File: src/include/tsrm_pkg.sv
// constants, register map and types of the temperature sensor register bank
package tsrm_pkg;
    // ------------------------------------------------------------------
    // clock and conversion timing
    // ------------------------------------------------------------------
    localparam int CLK_HZ = 50_000_000;
    localparam int CONV_TIME_MS = 240;
    localparam int FAST_CONV_TIME_MS = 60;
    localparam int SPS_PERIOD_MS = 1000;
    localparam int CONV_CYC = CLK_HZ / 1000 * CONV_TIME_MS;
    localparam int FAST_CONV_CYC = CLK_HZ / 1000 * FAST_CONV_TIME_MS;
    localparam int SPS_PERIOD_CYC = CLK_HZ / 1000 * SPS_PERIOD_MS;
    localparam int TMR_W = 26;

    // ------------------------------------------------------------------
    // register indices and reset values
    // ------------------------------------------------------------------
    localparam logic [2:0] REG_STATUS = 3'h0;
    localparam logic [2:0] REG_CONFIG = 3'h1;
    localparam logic [2:0] REG_TEMP = 3'h2;
    localparam logic [2:0] REG_ID = 3'h3;
    localparam logic [2:0] REG_CRIT = 3'h4;
    localparam logic [2:0] REG_HYST = 3'h5;
    localparam logic [2:0] REG_HIGH = 3'h6;
    localparam logic [2:0] REG_LOW = 3'h7;
    localparam logic [7:0] STATUS_RST = 8'h80;
    localparam logic [7:0] CONFIG_RST = 8'h00;
    localparam logic [15:0] TEMP_RST = 16'h0000;
    localparam logic [15:0] CRIT_RST = 16'h4980;
    localparam logic [7:0] HYST_RST = 8'h05;
    localparam logic [15:0] HIGH_RST = 16'h2000;
    localparam logic [15:0] LOW_RST = 16'h0500;
    // identification values are arbitrary
    localparam logic [4:0] MAKER_ID = 5'h0A;
    localparam logic [2:0] REVISION_ID = 3'h1;

    // ------------------------------------------------------------------
    // field positions
    // ------------------------------------------------------------------
    localparam int ST_LOW = 4;
    localparam int ST_HIGH = 5;
    localparam int ST_CRIT = 6;
    localparam int ST_RDY = 7;
    localparam int CF_QUEUE_LO = 0;
    localparam int CF_CRIT_POL = 2;
    localparam int CF_LIM_POL = 3;
    localparam int CF_CMP = 4;
    localparam int CF_MODE_LO = 5;
    localparam int CF_RES16 = 7;
    localparam int CMD_RD = 6;
    localparam int CMD_ADDR_LO = 3;
    localparam int FLAG_BITS = 3;
    localparam int HYST_SHIFT = 7;
    localparam logic [4:0] CMD_LAST = 5'h07;
    localparam logic [4:0] BYTE_BITS = 5'h08;
    localparam logic [4:0] WORD_BITS = 5'h10;

    typedef enum logic [1:0] {
        MODE_CONT,
        MODE_ONE_SHOT,
        MODE_ONCE_PER_SECOND,
        MODE_SHUTDOWN
    } tsrm_mode_t;

    // 16-bit registers move two bytes on the link, the rest one
    function automatic logic reg_is_wide(input logic [2:0] addr);
        return (addr == REG_TEMP) || (addr == REG_CRIT) ||
            (addr == REG_HIGH) || (addr == REG_LOW);
    endfunction
endpackage

File: src/include/tsrm_bus_if.sv
// register access path between the serial front end and the register bank
`timescale 1ns/1ps
interface tsrm_bus_if;
    logic rd;
    logic wr;
    logic [2:0] addr;
    logic [15:0] wdata;
    logic [15:0] rdata;
    modport link (output rd, output wr, output addr, output wdata,
        input rdata);
    modport regs (input rd, input wr, input addr, input wdata,
        output rdata);
endinterface

File: src/core/tsrm_top.sv
// temperature sensor register bank with conversion sequencing and alarms
//
// Contract
// status, result and identification registers are read-only; others writable.
// low flag sets below low limit; clears on status read or above limit+hyst.
// high flag sets above high limit; clears on status read or below limit-hyst.
// critical flag sets above critical limit; clears likewise with hysteresis.
// ready bit goes low on new result, returns high on result read.
// in one-shot or once-per-second mode, a mode write also returns ready high.
// configuration bits 1:0 give one to four faults before alarm.
// configuration bit 2 sets critical alarm pin polarity.
// configuration bit 3 sets limit alarm pin polarity.
// configuration bit 4 picks interrupt or comparator pin behaviour.
// mode 00 restarts conversion as soon as each completes.
// mode 01 performs a single 240 ms conversion.
// mode 10 converts once per second, each conversion 60 ms.
// mode 11 powers down all but the serial register access.
// configuration bit 7 selects 13-bit or 16-bit resolution.
// result register reads as one 16-bit twos complement value.
// at 13 bits result bits 2:0 hold critical, high, low events.
// alarms need consecutive faults; an in-limit conversion resets the count.
// hysteresis is four unsigned bits in 1 degree steps.
// critical pin activates when result exceeds critical limit.
// in interrupt behaviour any register read releases both pins.
// writes to read-only registers are ignored.
// comparisons and flags update once per stored result.
`timescale 1ns/1ps
module tsrm_top
    import tsrm_pkg::*;
#(
    parameter int CONV_CYCLES = CONV_CYC,
    parameter int FAST_CONV_CYCLES = FAST_CONV_CYC,
    parameter int SPS_PERIOD_CYCLES = SPS_PERIOD_CYC
)
(
    // system
    input wire logic SYS_CLK,
    input wire logic RST_B,
    // serial link
    input wire logic SCLK,
    input wire logic CS_B,
    input wire logic DIN,
    output logic DOUT,
    output logic DOUT_OE,
    // converter
    input wire logic [15:0] ADC_CODE,
    output logic ADC_ON,
    // alarm pins
    output logic CRITICAL_ALARM_PIN,
    output logic LIMIT_ALARM_PIN
);
    import tsrm_pkg::*;

    typedef enum logic [1:0] {SEQ_IDLE, SEQ_CONV, SEQ_REST} tsrm_seq_t;

    tsrm_bus_if bus ();

    logic [7:0] status_r, config_r, hyst_r;
    logic [15:0] temp_r, crit_r, high_r, low_r;
    logic [15:0] code_s1, code_s2;
    tsrm_seq_t seq_r;
    logic [TMR_W-1:0] tmr_r;
    logic conv_done, cfg_wr, mode_wr_rdy, any_read;
    logic [15:0] code_m, result_nxt;
    logic signed [16:0] t_s, hyst_s;
    logic below_low, above_high, above_crit;
    logic low_back, high_back, crit_back;
    tsrm_mode_t mode;
    logic [15:0] rdata;

    assign mode = tsrm_mode_t'(config_r[CF_MODE_LO +: 2]);

    // signed compare helpers
    function automatic logic signed [16:0] sx(input logic [15:0] v);
        return {v[15], v};
    endfunction

    // ------------------------------------------------------------------
    // serial front end
    // ------------------------------------------------------------------
    tsrm_spi u_spi (
        .clk(SYS_CLK),
        .rst_b(RST_B),
        .sclk(SCLK),
        .cs_b(CS_B),
        .din(DIN),
        .dout(DOUT),
        .dout_oe(DOUT_OE),
        .bus(bus.link)
    );

    // ------------------------------------------------------------------
    // converter code capture; the code is resampled every cycle through two registers
    // ------------------------------------------------------------------
    always_ff @(posedge SYS_CLK)
    begin
        code_s1 <= ADC_CODE;
        code_s2 <= code_s1;
    end

    // ------------------------------------------------------------------
    // conversion sequencer
    // ------------------------------------------------------------------
    assign cfg_wr = bus.wr && bus.addr == REG_CONFIG;

    always_ff @(posedge SYS_CLK)
    begin
        if (!RST_B)
        begin
            seq_r <= SEQ_CONV;
            tmr_r <= '0;
        end
        else if (cfg_wr)
        begin
            // any mode write restarts timing; shutdown stops it
            tmr_r <= '0;
            if (tsrm_mode_t'(bus.wdata[CF_MODE_LO +: 2]) == MODE_SHUTDOWN)
                seq_r <= SEQ_IDLE;
            else
                seq_r <= SEQ_CONV;
        end
        else
        begin
            unique case (seq_r)
                SEQ_IDLE:
                    tmr_r <= '0;
                SEQ_CONV:
                    if (conv_done)
                    begin
                        unique case (mode)
                            MODE_CONT:
                            begin
                                tmr_r <= '0;
                                seq_r <= SEQ_CONV;
                            end
                            MODE_ONCE_PER_SECOND:
                            begin
                                tmr_r <= tmr_r + 1'b1;
                                seq_r <= SEQ_REST;
                            end
                            default:
                            begin
                                tmr_r <= '0;
                                seq_r <= SEQ_IDLE;
                            end
                        endcase
                    end
                    else
                        tmr_r <= tmr_r + 1'b1;
                SEQ_REST:
                    if (tmr_r == TMR_W'(SPS_PERIOD_CYCLES - 1))
                    begin
                        tmr_r <= '0;
                        seq_r <= SEQ_CONV;
                    end
                    else
                        tmr_r <= tmr_r + 1'b1;
                default:
                    seq_r <= SEQ_IDLE;
            endcase
        end
    end

    // once-per-second conversions are the short kind
    assign conv_done = seq_r == SEQ_CONV && !cfg_wr &&
        tmr_r == TMR_W'((mode == MODE_ONCE_PER_SECOND ? FAST_CONV_CYCLES :
        CONV_CYCLES) - 1);

    always_ff @(posedge SYS_CLK)
    begin
        if (!RST_B)
            ADC_ON <= 1'b1;
        else
            ADC_ON <= mode != MODE_SHUTDOWN;
    end

    // ------------------------------------------------------------------
    // limit comparisons on the fresh code
    // ------------------------------------------------------------------
    // at 13 bits the three low bits are not part of the reading
    assign code_m = config_r[CF_RES16] ? code_s2 :
        {code_s2[15:FLAG_BITS], FLAG_BITS'(0)};
    assign t_s = sx(code_m);
    assign hyst_s = 17'(hyst_r[3:0]) <<< HYST_SHIFT;
    assign below_low = t_s < sx(low_r);
    assign above_high = t_s > sx(high_r);
    assign above_crit = t_s > sx(crit_r);
    assign low_back = t_s > sx(low_r) + hyst_s;
    assign high_back = t_s < sx(high_r) - hyst_s;
    assign crit_back = t_s < sx(crit_r) - hyst_s;

    assign result_nxt = config_r[CF_RES16] ? code_m :
        {code_m[15:FLAG_BITS], above_crit, above_high, below_low};

    always_ff @(posedge SYS_CLK)
    begin
        if (!RST_B)
            temp_r <= TEMP_RST;
        else if (conv_done)
            temp_r <= result_nxt;
    end

    // ------------------------------------------------------------------
    // status flags: a hardware set beats a same-cycle clear
    // ------------------------------------------------------------------
    assign any_read = bus.rd;
    assign mode_wr_rdy = cfg_wr && (mode == MODE_ONE_SHOT ||
        mode == MODE_ONCE_PER_SECOND);

    function automatic logic flag_nxt(input logic cur, input logic set,
        input logic back, input logic rd_clr);
        if (set)
            return 1'b1;
        if (back || rd_clr)
            return 1'b0;
        return cur;
    endfunction

    always_ff @(posedge SYS_CLK)
    begin
        logic st_rd;
        st_rd = bus.rd && bus.addr == REG_STATUS;
        if (!RST_B)
            status_r <= STATUS_RST;
        else
        begin
            status_r[ST_LOW] <= flag_nxt(status_r[ST_LOW],
                conv_done && below_low, conv_done && low_back, st_rd);
            status_r[ST_HIGH] <= flag_nxt(status_r[ST_HIGH],
                conv_done && above_high, conv_done && high_back, st_rd);
            status_r[ST_CRIT] <= flag_nxt(status_r[ST_CRIT],
                conv_done && above_crit, conv_done && crit_back, st_rd);
            if (conv_done)
                status_r[ST_RDY] <= 1'b0;
            else if ((bus.rd && bus.addr == REG_TEMP) || mode_wr_rdy)
                status_r[ST_RDY] <= 1'b1;
        end
    end

    // ------------------------------------------------------------------
    // writable registers; writes to read-only addresses fall through
    // ------------------------------------------------------------------
    always_ff @(posedge SYS_CLK)
    begin
        if (!RST_B)
        begin
            config_r <= CONFIG_RST;
            crit_r <= CRIT_RST;
            hyst_r <= HYST_RST;
            high_r <= HIGH_RST;
            low_r <= LOW_RST;
        end
        else if (bus.wr)
        begin
            unique case (bus.addr)
                REG_CONFIG: config_r <= bus.wdata[7:0];
                REG_CRIT: crit_r <= bus.wdata;
                REG_HYST: hyst_r <= bus.wdata[7:0];
                REG_HIGH: high_r <= bus.wdata;
                REG_LOW: low_r <= bus.wdata;
                default: ;
            endcase
        end
    end

    // ------------------------------------------------------------------
    // read data
    // ------------------------------------------------------------------
    always_comb
    begin
        unique case (bus.addr)
            REG_STATUS: rdata = {8'h00, status_r};
            REG_CONFIG: rdata = {8'h00, config_r};
            REG_TEMP: rdata = temp_r;
            REG_ID: rdata = {8'h00, MAKER_ID, REVISION_ID};
            REG_CRIT: rdata = crit_r;
            REG_HYST: rdata = {8'h00, hyst_r};
            REG_HIGH: rdata = high_r;
            REG_LOW: rdata = low_r;
        endcase
    end
    assign bus.rdata = rdata;

    // ------------------------------------------------------------------
    // alarm pins
    // ------------------------------------------------------------------
    tsrm_alarm u_crit (
        .clk(SYS_CLK),
        .rst_b(RST_B),
        .conv_done(conv_done),
        .fault(above_crit),
        .back_in(crit_back),
        .queue(config_r[CF_QUEUE_LO +: 2]),
        .pol_high(config_r[CF_CRIT_POL]),
        .cmp_mode(config_r[CF_CMP]),
        .any_read(any_read),
        .pin(CRITICAL_ALARM_PIN)
    );

    tsrm_alarm u_limit (
        .clk(SYS_CLK),
        .rst_b(RST_B),
        .conv_done(conv_done),
        .fault(above_high || below_low),
        // release needs the reading inside both hysteresis bands; a
        // status read clears flags and must not shorten comparator hold
        .back_in(high_back && low_back),
        .queue(config_r[CF_QUEUE_LO +: 2]),
        .pol_high(config_r[CF_LIM_POL]),
        .cmp_mode(config_r[CF_CMP]),
        .any_read(any_read),
        .pin(LIMIT_ALARM_PIN)
    );
endmodule

File: src/core/tsrm_spi.sv
// serial slave: command byte, then 8 or 16 data bits, MSB first
`timescale 1ns/1ps
module tsrm_spi
    import tsrm_pkg::*;
(
    // system
    input wire logic clk,
    input wire logic rst_b,
    // serial pins
    input wire logic sclk,
    input wire logic cs_b,
    input wire logic din,
    output logic dout,
    output logic dout_oe,
    // register side
    tsrm_bus_if.link bus
);
    logic cs_s1, cs_s2, sclk_s1, sclk_s2, sclk_s3, din_s1, din_s2;
    logic [4:0] cnt_r;
    logic [15:0] shin_r, shout_r;
    logic [2:0] addr_r;
    logic rd_cmd_r, rd_r, wr_r;
    logic [15:0] shin_nxt;
    logic rise, fall, active;

    // ------------------------------------------------------------------
    // synchronisers; the link clock is only sampled, never used as clock
    // ------------------------------------------------------------------
    always_ff @(posedge clk)
    begin
        cs_s1 <= cs_b;
        cs_s2 <= cs_s1;
        sclk_s1 <= sclk;
        sclk_s2 <= sclk_s1;
        sclk_s3 <= sclk_s2;
        din_s1 <= din;
        din_s2 <= din_s1;
    end

    assign rise = sclk_s2 & ~sclk_s3;
    assign fall = ~sclk_s2 & sclk_s3;
    assign active = ~cs_s2;
    assign shin_nxt = {shin_r[14:0], din_s2};

    // ------------------------------------------------------------------
    // receive side: bit count, command decode, request pulses
    // ------------------------------------------------------------------
    always_ff @(posedge clk)
    begin
        rd_r <= 1'b0;
        wr_r <= 1'b0;
        if (!rst_b || !active)
        begin
            cnt_r <= '0;
            rd_cmd_r <= 1'b0;
            if (!rst_b)
            begin
                shin_r <= '0;
                addr_r <= '0;
            end
        end
        else if (rise && cnt_r != '1)
        begin
            shin_r <= shin_nxt;
            cnt_r <= cnt_r + 5'h01;
            if (cnt_r == CMD_LAST)
            begin
                addr_r <= shin_nxt[CMD_ADDR_LO +: 3];
                rd_cmd_r <= shin_nxt[CMD_RD];
                rd_r <= shin_nxt[CMD_RD];
            end
            else if (!rd_cmd_r && cnt_r == CMD_LAST +
                (reg_is_wide(addr_r) ? WORD_BITS : BYTE_BITS))
                wr_r <= 1'b1;
        end
    end

    // ------------------------------------------------------------------
    // transmit side: load on the read pulse, shift on falling edges
    // ------------------------------------------------------------------
    always_ff @(posedge clk)
    begin
        if (!rst_b)
        begin
            shout_r <= '0;
            dout <= 1'b0;
            dout_oe <= 1'b0;
        end
        else
        begin
            dout_oe <= active && rd_cmd_r;
            if (rd_r)
                shout_r <= reg_is_wide(addr_r) ? bus.rdata :
                    {bus.rdata[7:0], 8'h00};
            else if (fall && active && rd_cmd_r)
            begin
                dout <= shout_r[15];
                shout_r <= {shout_r[14:0], 1'b0};
            end
        end
    end

    assign bus.rd = rd_r;
    assign bus.wr = wr_r;
    assign bus.addr = addr_r;
    assign bus.wdata = reg_is_wide(addr_r) ? shin_r : {8'h00, shin_r[7:0]};
endmodule

File: src/core/tsrm_alarm.sv
// one alarm pin: fault queue, interrupt or comparator behaviour, polarity
`timescale 1ns/1ps
module tsrm_alarm
    import tsrm_pkg::*;
(
    // system
    input wire logic clk,
    input wire logic rst_b,
    // per conversion
    input wire logic conv_done,
    input wire logic fault,
    input wire logic back_in,
    // configuration and host activity
    input wire logic [1:0] queue,
    input wire logic pol_high,
    input wire logic cmp_mode,
    input wire logic any_read,
    // pin
    output logic pin
);
    logic [1:0] fcnt_r;
    logic act_r, act_nxt;
    logic trip;

    assign trip = conv_done && fault && fcnt_r == queue;

    always_ff @(posedge clk)
    begin
        if (!rst_b)
            fcnt_r <= '0;
        else if (conv_done)
        begin
            if (!fault || fcnt_r == queue)
                fcnt_r <= '0;
            else
                fcnt_r <= fcnt_r + 2'h1;
        end
    end

    always_comb
    begin
        act_nxt = act_r;
        if (cmp_mode && conv_done && back_in)
            act_nxt = 1'b0;
        if (!cmp_mode && any_read)
            act_nxt = 1'b0;
        if (trip)
            act_nxt = 1'b1;
    end

    always_ff @(posedge clk)
    begin
        if (!rst_b)
        begin
            act_r <= 1'b0;
            pin <= 1'b1;
        end
        else
        begin
            act_r <= act_nxt;
            pin <= pol_high ? act_nxt : ~act_nxt;
        end
    end
endmodule

File: config.mk
export PLATFORM = sky130hd
export DESIGN_NAME = tsrm_top
export DESIGN_NICKNAME = d
export VERILOG_FILES = /design/src/include/tsrm_pkg.sv /design/src/include/tsrm_bus_if.sv /design/src/core/tsrm_top.sv /design/src/core/tsrm_spi.sv /design/src/core/tsrm_alarm.sv
export SDC_FILE = /design/constraint.sdc
export NUM_CORES = 1
export LEC_CHECK = 0
export BUFFER_PORTS_ARGS = -buffer_cell sky130_fd_sc_hd__buf_4
export CORE_UTILIZATION = 63
export CTS_CLUSTER_SIZE = 12
export DETAILED_ROUTE_END_ITERATION = 16
export GPL_ROUTABILITY_DRIVEN = 0
export GPL_TIMING_DRIVEN = 0
export MAX_ROUTING_LAYER = met4
export PLACE_DENSITY = 0.85
export SLEW_MARGIN = 40
export SYNTH_ARGS = -nofsm -noshare
export SYNTH_HDL_FRONTEND = slang
export SYNTH_HIERARCHICAL = 1
export SYNTH_SLANG_ARGS = --single-unit
File: constraint.sdc
create_clock -name SYS_CLK -period 4.5 [get_ports SYS_CLK]
set_input_delay 0.45 -clock SYS_CLK [delete_from_list [all_inputs] [get_ports SYS_CLK]]
set_output_delay 0.45 -clock SYS_CLK [all_outputs]
set_load 0.02 [all_outputs]
==> impl_metrics.toml, run 1 <==
[synth]
syn_area_um2 = 11700
ys_warn_count = 6
syn_inst = 1357
ys_types = 90
netlist_top_cells_count = "237 x nand2_1, 186 x dfxtp_1, 100 x ha_1"
yosysMostFrequentCell = "nand2_1"
syn_nets = 1481
yosysSeqAreaShare_pct = 36.7
synth_top_area_cell = "dfxtp_1"
ys_ff_latch = 205
synth_edf_count = 19
yosys.area.top_type_share_pct = 31.8
avgSynthCellArea_um2 = 8.63
synth.area.top_cells = "dfxtp_1 32%, ha_1 11%, nand2_1 7.6%, edfxtp_1 4.9%, a21boi_0 4.1%"
ys.flop_type = "dfxtp_1"
async_flop_share_pct = 0

[timing]
drv_slew = 0
worst_pin_slew_ns = 0.737
hold_viol_final = 0
period_minus_slack_ns = 4.31
finClkSkew_ns = 0.00961
slew_headroom_pct = 50.9
max_freq_ghz = 0.232
min_period_over_period_pct = 95.8
fin_ws_ns = 0.188
rsz0062_at_grt = "false"
tns_ns = 0
finalSetupViolations = 0

[clock_tree]
ctsHtreeMaxLevel = 1
cts_tree = "built"
cts-buffers-inserted = 23
post-cts-setup-buffers = 0
clockBufferDepth = 3
clock_latency_ns = 0.51
cts_sinks = 205
cts_root_buf = "clkbuf_16"
clk_pin_slew_worst_paths_ns = 0.06

[critical_path]
r2r_end = "u_crit/pin$_SDFF_PN1_"
critPathBufInv = 1
ff2ff_setup_slack_ns = 0.19
arrival_ns = 4.71
startpoint_type = "flop"
cp_num_cells = 16
crit_path_max_fanout = 5
critical_path_required_ns = 4.90
critPathSlowestCell = "dfxtp_1"
rr_startpoint = "hyst_r[1]$_SDFFE_PN0P_"
ff2ff_path_depth = 16
critical_path_class = "flop to flop"
cpPeakStageDelay_ns = 0.47
cp_common_cell = "a21o_1"
critPathCaptureType = "flop"
crit_chain = "inv_1 > ha_1 > a21o_1 > a21o_1 > a211oi_4 > a31oi_1 > a21oi_1 > ha_1 > a21o_1 > a211o_1 > nor4_2 > o311ai_1 > nand2_1 > a31oi_2 > a21oi_2 > mux2_4"
path_delay_family = "compound AO/OA/AOI/OAI gates"

[power]
leakage_nw = 4.93
combPwrFrac_pct = 6.6
p_seq_share_pct = 49.1
p_sw_share_pct = 23.8
netSwitchingPower_mw = 0.924
cellPowerDensity_nw_per_um2 = 301
vdd_drop_max_uv = 273
p_int_mw = 2.96
p_clk_share_pct = 44.3

[drt]
drtIter0Drc = 914
ant_nets = 0
drc_errors = 4
firstDrtPassIters = 12
vias = 10500
wl_um = 31700
avgRoutedWirePerCell_um = 19.2
viasPerCell = 6.33

[placed_design]
port_buffers = 25
hpwl_um = 23900
place_ws_ns = -0.00622

[global_routing]
groute.usage.overall_pct = 34.4
grt_max_degree = 15
overflow = 0
antenna_found_initial = 0
grt_pass1_wl_um = 51200
grt_pass1_vias = 10100

[finish]
seq_area_um2 = 4290
fill_cells = 1414
syn2layout_area_growth_pct = 10.2
multi_input_area_um2 = 6860
antenna_cells = 0
drive_above_1_share_pct = 8.44
num-nets-final = 1532

[min_path]
hp-class = "input port to flop"
whs_path_depth = 1
hold_start = "SCLK"
holdPathEnd = "u_spi/sclk_s1$_DFF_P_"

[run_status]
outcome = "finished, violations left"
violations = "DRC"

[floorplan]
io_pins = 26
coreArea_um2 = 18100
rows = 49
die_w_um = 138
start_util_pct = 64.8
die_h_um = 138
die_area_um2 = 19100

[flow_run]
max_cap_viol_count = 0
-- registers in the layout (all words and copies together) (netlist names), 3 cells and up --
name            cells
code_s1            16
code_s2            16
config_r            8
crit_r             16
high_r             16
hyst_r              8
low_r              16
status_r            4
temp_r             16
tmr_r              26
u_spi/bus.addr      3
u_spi/cnt_r         5
u_spi/shin_r       16
u_spi/shout_r      16
-- worst max-delay path by stage --
stage,start,endpoint
global placement,hyst_r[1]$_SDFFE_PN0P_,u_crit/pin$_SDFF_PN1_
finish,hyst_r[1]$_SDFFE_PN0P_,u_crit/pin$_SDFF_PN1_
detailed placement,hyst_r[1]$_SDFFE_PN0P_,u_crit/pin$_SDFF_PN1_
global route,hyst_r[1]$_SDFFE_PN0P_,u_crit/pin$_SDFF_PN1_
floorplan,hyst_r[1]$_SDFFE_PN0P_,u_crit/pin$_SDFF_PN1_
CTS,hyst_r[1]$_SDFFE_PN0P_,u_crit/pin$_SDFF_PN1_
-- stage by stage --
| stage | util [%] | instance area (µm²) | std cells | hold slack, ns | power (mW) |
|---|---|---|---|---|---|
| floorplan | - | 11700 | 1357 | 0.310 | 2.10 |
| global placement | 67.4 | 12200 | 1611 | 0.310 | 2.18 |
| detailed placement | 67.5 | 12200 | 1612 | 0.312 | 2.19 |
| CTS | 71.2 | 12900 | 1651 | 0.0298 | 3.88 |
| global route | 71.4 | 12900 | 1651 | 0.0303 | 3.99 |
| finish | 71.4 | 12900 | 1651 | 0.0374 | 3.88 |
-- placed cells by master, fill, tap and decap left out, types with 12 or more instances in the layout --
cell type / instances
and3_1: 12
nand3_1: 35
and4_1: 12
nor2_1: 73
nand2_1: 237
dfxtp_1: 186
nand4_1: 18
edfxtp_1: 19
o211ai_1: 14
a21o_1: 13
o21ai_0: 51
nor2b_1: 27
xor2_1: 13
a21oi_1: 52
buf_4: 36
xnor2_1: 21
ha_1: 100
and2_1: 34
nor3_1: 13
clkbuf_1: 47
inv_1: 79
mux2i_1: 30
a21boi_0: 64
clkbuf_16: 23
-- timing repair --
| item | in CTS | in global routing |
|---|---|---|
| resized for setup | 1 | 4 |
| setup endpoints to repair | 1 | 3 |
| hold buffers | 0 | 0 |
| cloned | 0 | 0 |
-- cell type report --
type,count,area share [%]
buffer,63,2.31
clock buffer,30,4.90
clock inverter,9,0.349
inverter,79,2.30
multi-input combinational,1010,53.1
sequential,205,33.3
tap,229,2.22
timing repair buffer,26,1.51
-- layer usage --
| metal | part of all wire, % | GRT usage [%] | vias to the layer above |
|---|---|---|---|
| li1 | - | - | 4881 |
| met1 | 41 | 42.1 | 4902 |
| met2 | 44 | 53.5 | 506 |
| met3 | 8.6 | 6.34 | 161 |
| met4 | 6.6 | 19.3 | 0 |
| met5 | 0 | - | - |
-- power by group through the flow --
stage,logic (mW),registers [mW],clock network (mW)
after global placement,0.236,1.94,0
after floorplan,0.164,1.93,0
after CTS,0.247,1.90,1.73
final,0.255,1.90,1.72
after global routing,0.276,1.91,1.81
after detailed placement,0.246,1.94,0
-- cell families (layout without fill, tap and decap cells) --
group	after synthesis	count (layout)	share of synthesized area (%)
multiplexers	41	41	3.69
flip-flops	205	205	36.7
XOR/XNOR	34	34	2.54
buffers and inverters	142	207	5.07
adder cells (fa/ha/maj)	103	103	11.2
AO/OA/AOI/OAI	303	303	18.0
AND/OR/NAND/NOR	529	529	22.8
(Power assumes the default switching activity.)
==> inputs of run 2 (changes only) <==
--- a/config.mk
+++ b/config.mk
@@ -6,13 +6,13 @@
 export NUM_CORES = 1
 export LEC_CHECK = 0
 export BUFFER_PORTS_ARGS = -buffer_cell sky130_fd_sc_hd__buf_4
-export CORE_UTILIZATION = 63
+export CORE_UTILIZATION = 68
 export CTS_CLUSTER_SIZE = 12
 export DETAILED_ROUTE_END_ITERATION = 16
 export GPL_ROUTABILITY_DRIVEN = 0
 export GPL_TIMING_DRIVEN = 0
 export MAX_ROUTING_LAYER = met4
-export PLACE_DENSITY = 0.85
+export PLACE_DENSITY = 0.91
 export SLEW_MARGIN = 40
 export SYNTH_ARGS = -nofsm -noshare
 export SYNTH_HDL_FRONTEND = slang
==> constraint.sdc (replaced) <==
create_clock -name SYS_CLK -period 5.1 [get_ports SYS_CLK]
set_input_delay 0.51 -clock SYS_CLK [delete_from_list [all_inputs] [get_ports SYS_CLK]]
set_output_delay 0.51 -clock SYS_CLK [all_outputs]
set_load 0.02 [all_outputs]
==> run 2 against run 1 <==
Net effect: the flow now finishes without violations; first-iteration DRC count increased by 57%; power fell by 11%; sequential share of layout area up 0.12 points; routed wire length rose by 5.9%; die area decreased by 7.2%; setup slack improved by 0.23 ns; final cell count shrank 0.79%; via count grew 4.2%; core utilization rose by 5.6 points; largest cell class unchanged; largest power group unchanged.
==> impl_metrics.toml, run 2 (synthesis results as in run 1) <==
[run_status]
outcome = "complete, no violations"

[finish]
final_common_cell = "nand2_1"
syn2layout_area_growth_pct = 9.78
antenna_cells = 0
layout_common_cells = "237 x nand2_1, 186 x dfxtp_1, 100 x ha_1, 79 x inv_1, 73 x nor2_1"
finish.instance_area_um2 = 12900
drive_above_1_share_pct = 7.76
largest_reg_flops = 26
num-nets-final = 1531
regMostFlops = "tmr_r"
fill_cells = 1136
fin_util_pct = 77.0

[critical_path]
startpoint_type = "flop"
crit_chain = "inv_1 > ha_1 > a21o_1 > a21o_1 > a211oi_1 > a31oi_1 > a21oi_1 > ha_1 > a21o_1 > a211o_1 > nor4_1 > o311ai_0 > nand2_1 > a31oi_2 > a21oi_2 > mux2_4"
path_delay_family = "compound AO/OA/AOI/OAI gates"
ff2ff_path_depth = 16
rr_startpoint = "hyst_r[1]$_SDFFE_PN0P_"
cpPeakStageDelay_ns = 0.55
arrival_ns = 5.08
critical_path_class = "flop to flop"
startpoint = "hyst_r[1]$_SDFFE_PN0P_"
cp_num_cells = 16
critPathCaptureType = "flop"
cp_common_cell = "a21o_1"
critPathSlowestCell = "a211oi_1"
critical_path_required_ns = 5.50
critPathBufInv = 1
crit_path_max_fanout = 5

[power]
netSwitchingPower_mw = 0.806
p_int_mw = 2.64
leakage_nw = 4.91
combPwrFrac_pct = 6.8
finalPower_mw = 3.45
p_clk_share_pct = 44.4
cellPowerDensity_nw_per_um2 = 268
p_seq_share_pct = 48.8
p_sw_share_pct = 23.4
vdd_drop_max_uv = 288

[floorplan]
coreArea_um2 = 16700
die_area_um2 = 17800
die_w_um = 133
rows = 47
io_pins = 26
start_util_pct = 70.1
die_h_um = 133

[flow_run]
max_cap_viol_count = 0

[timing]
hold_viol_final = 0
period_minus_slack_ns = 4.68
fin_ws_ns = 0.421
worst_pin_slew_ns = 0.866
finalSetupViolations = 0
tns_ns = 0
min_period_over_period_pct = 91.7
slew_headroom_pct = 42.0
rsz0062_at_grt = "false"
drv_slew = 0
finClkSkew_ns = 0.0167
max_freq_ghz = 0.214

[clock_tree]
cts_root_buf = "clkbuf_16"
cts-buffers-inserted = 22
cts_hold_buf = 0
clk_pin_slew_worst_paths_ns = 0.06
cts_tree = "built"
clockBufferDepth = 3
clock_latency_ns = 0.51
ctsHtreeMaxLevel = 1
post_cts_resized = 0
cts_sinks = 205
post-cts-setup-buffers = 0

[min_path]
hp-class = "input port to flop"
hold_start = "ADC_CODE[7]"
whs_path_depth = 1

[drt]
firstDrtPassIters = 8
viasPerCell = 6.65
drc_errors = 0
avgRoutedWirePerCell_um = 20.5
drtIter0Drc = 1431
wl_um = 33500
vias = 10900
ant_nets = 0

[global_routing]
groute.usage.overall_pct = 39.1
antenna_found_initial = 0
grt_pass1_wl_um = 53000
grt_pass1_vias = 10200
grt_max_degree = 15
overflow = 0

[placed_design]
hpwl_um = 24100
port_buffers = 25
place_ws_ns = 0.677
dpl_cell_area_um2 = 12200
run 2: cell count changes in the layout (fill, tap and decap cells not counted), moves of 2 or more:
cell and change:
a211oi_1 +2, clkbuf_1 +5, clkinv_1 -2, clkinv_2 -6
run 2: cell type report:
type	instances	area (µm²)	area share [%]
flip-flops and latches	205	4290	33.4
well taps	220	275	2.14
multi-input cells	1010	6830	53.1
plain buffers	63	298	2.32
clock buffers	34	637	4.95
repair buffers	26	195	1.52
inverters	79	297	2.31
clock inverters	1	30.0	0.234
run 2: final timing paths:
path	end	slack, ns
worst min register to register	code_s2[12]$_DFF_P_	0.32
worst max-delay path	u_crit/pin$_SDFF_PN1_	0.42
worst min-delay path	code_s1[7]$_DFF_P_	0.1
worst max register to register	u_crit/pin$_SDFF_PN1_	0.42
run 2: worst reg2reg max path: stages (launching register included):
cell and delay [ns]:
dfxtp_1 0.47, inv_1 0.22, ha_1 0.33, a21o_1 0.18, a21o_1 0.20, a211oi_1 0.55
a31oi_1 0.16, a21oi_1 0.15, ha_1 0.26, a21o_1 0.18, a211o_1 0.31, nor4_1 0.27
o311ai_0 0.33, nand2_1 0.27, a31oi_2 0.14, a21oi_2 0.24, mux2_4 0.31
run 2: power by group through the flow:
stage          sequential (mW)  clock [mW]  combinational [mW]
3_3_place_gp              1.71           0               0.213
6_report                  1.68        1.53               0.236
3_5_place_dp              1.72           0               0.221
5_1_grt                   1.68        1.60               0.250
4_1_cts                   1.68        1.53               0.224
2_1_floorplan             1.70           0               0.145
run 2: routing by layer:
metal / global-route usage [%] / up-vias / part of all wire [%]
met5: - / - / 0
met4: 21.2 / 0 / 6.0
met3: 8.94 / 199 / 11
met2: 58.6 / 727 / 44
met1: 48.7 / 5077 / 39
li1: - / 4887 / -
run 2: metrics by stage:
| step | instances | hold slack (ns) |
|---|---|---|
| floorplan | 1357 | 0.310 |
| global placement | 1602 | 0.310 |
| detailed placement | 1603 | 0.312 |
| CTS | 1638 | 0.0929 |
| global route | 1638 | 0.0948 |
| finish | 1638 | 0.0990 |
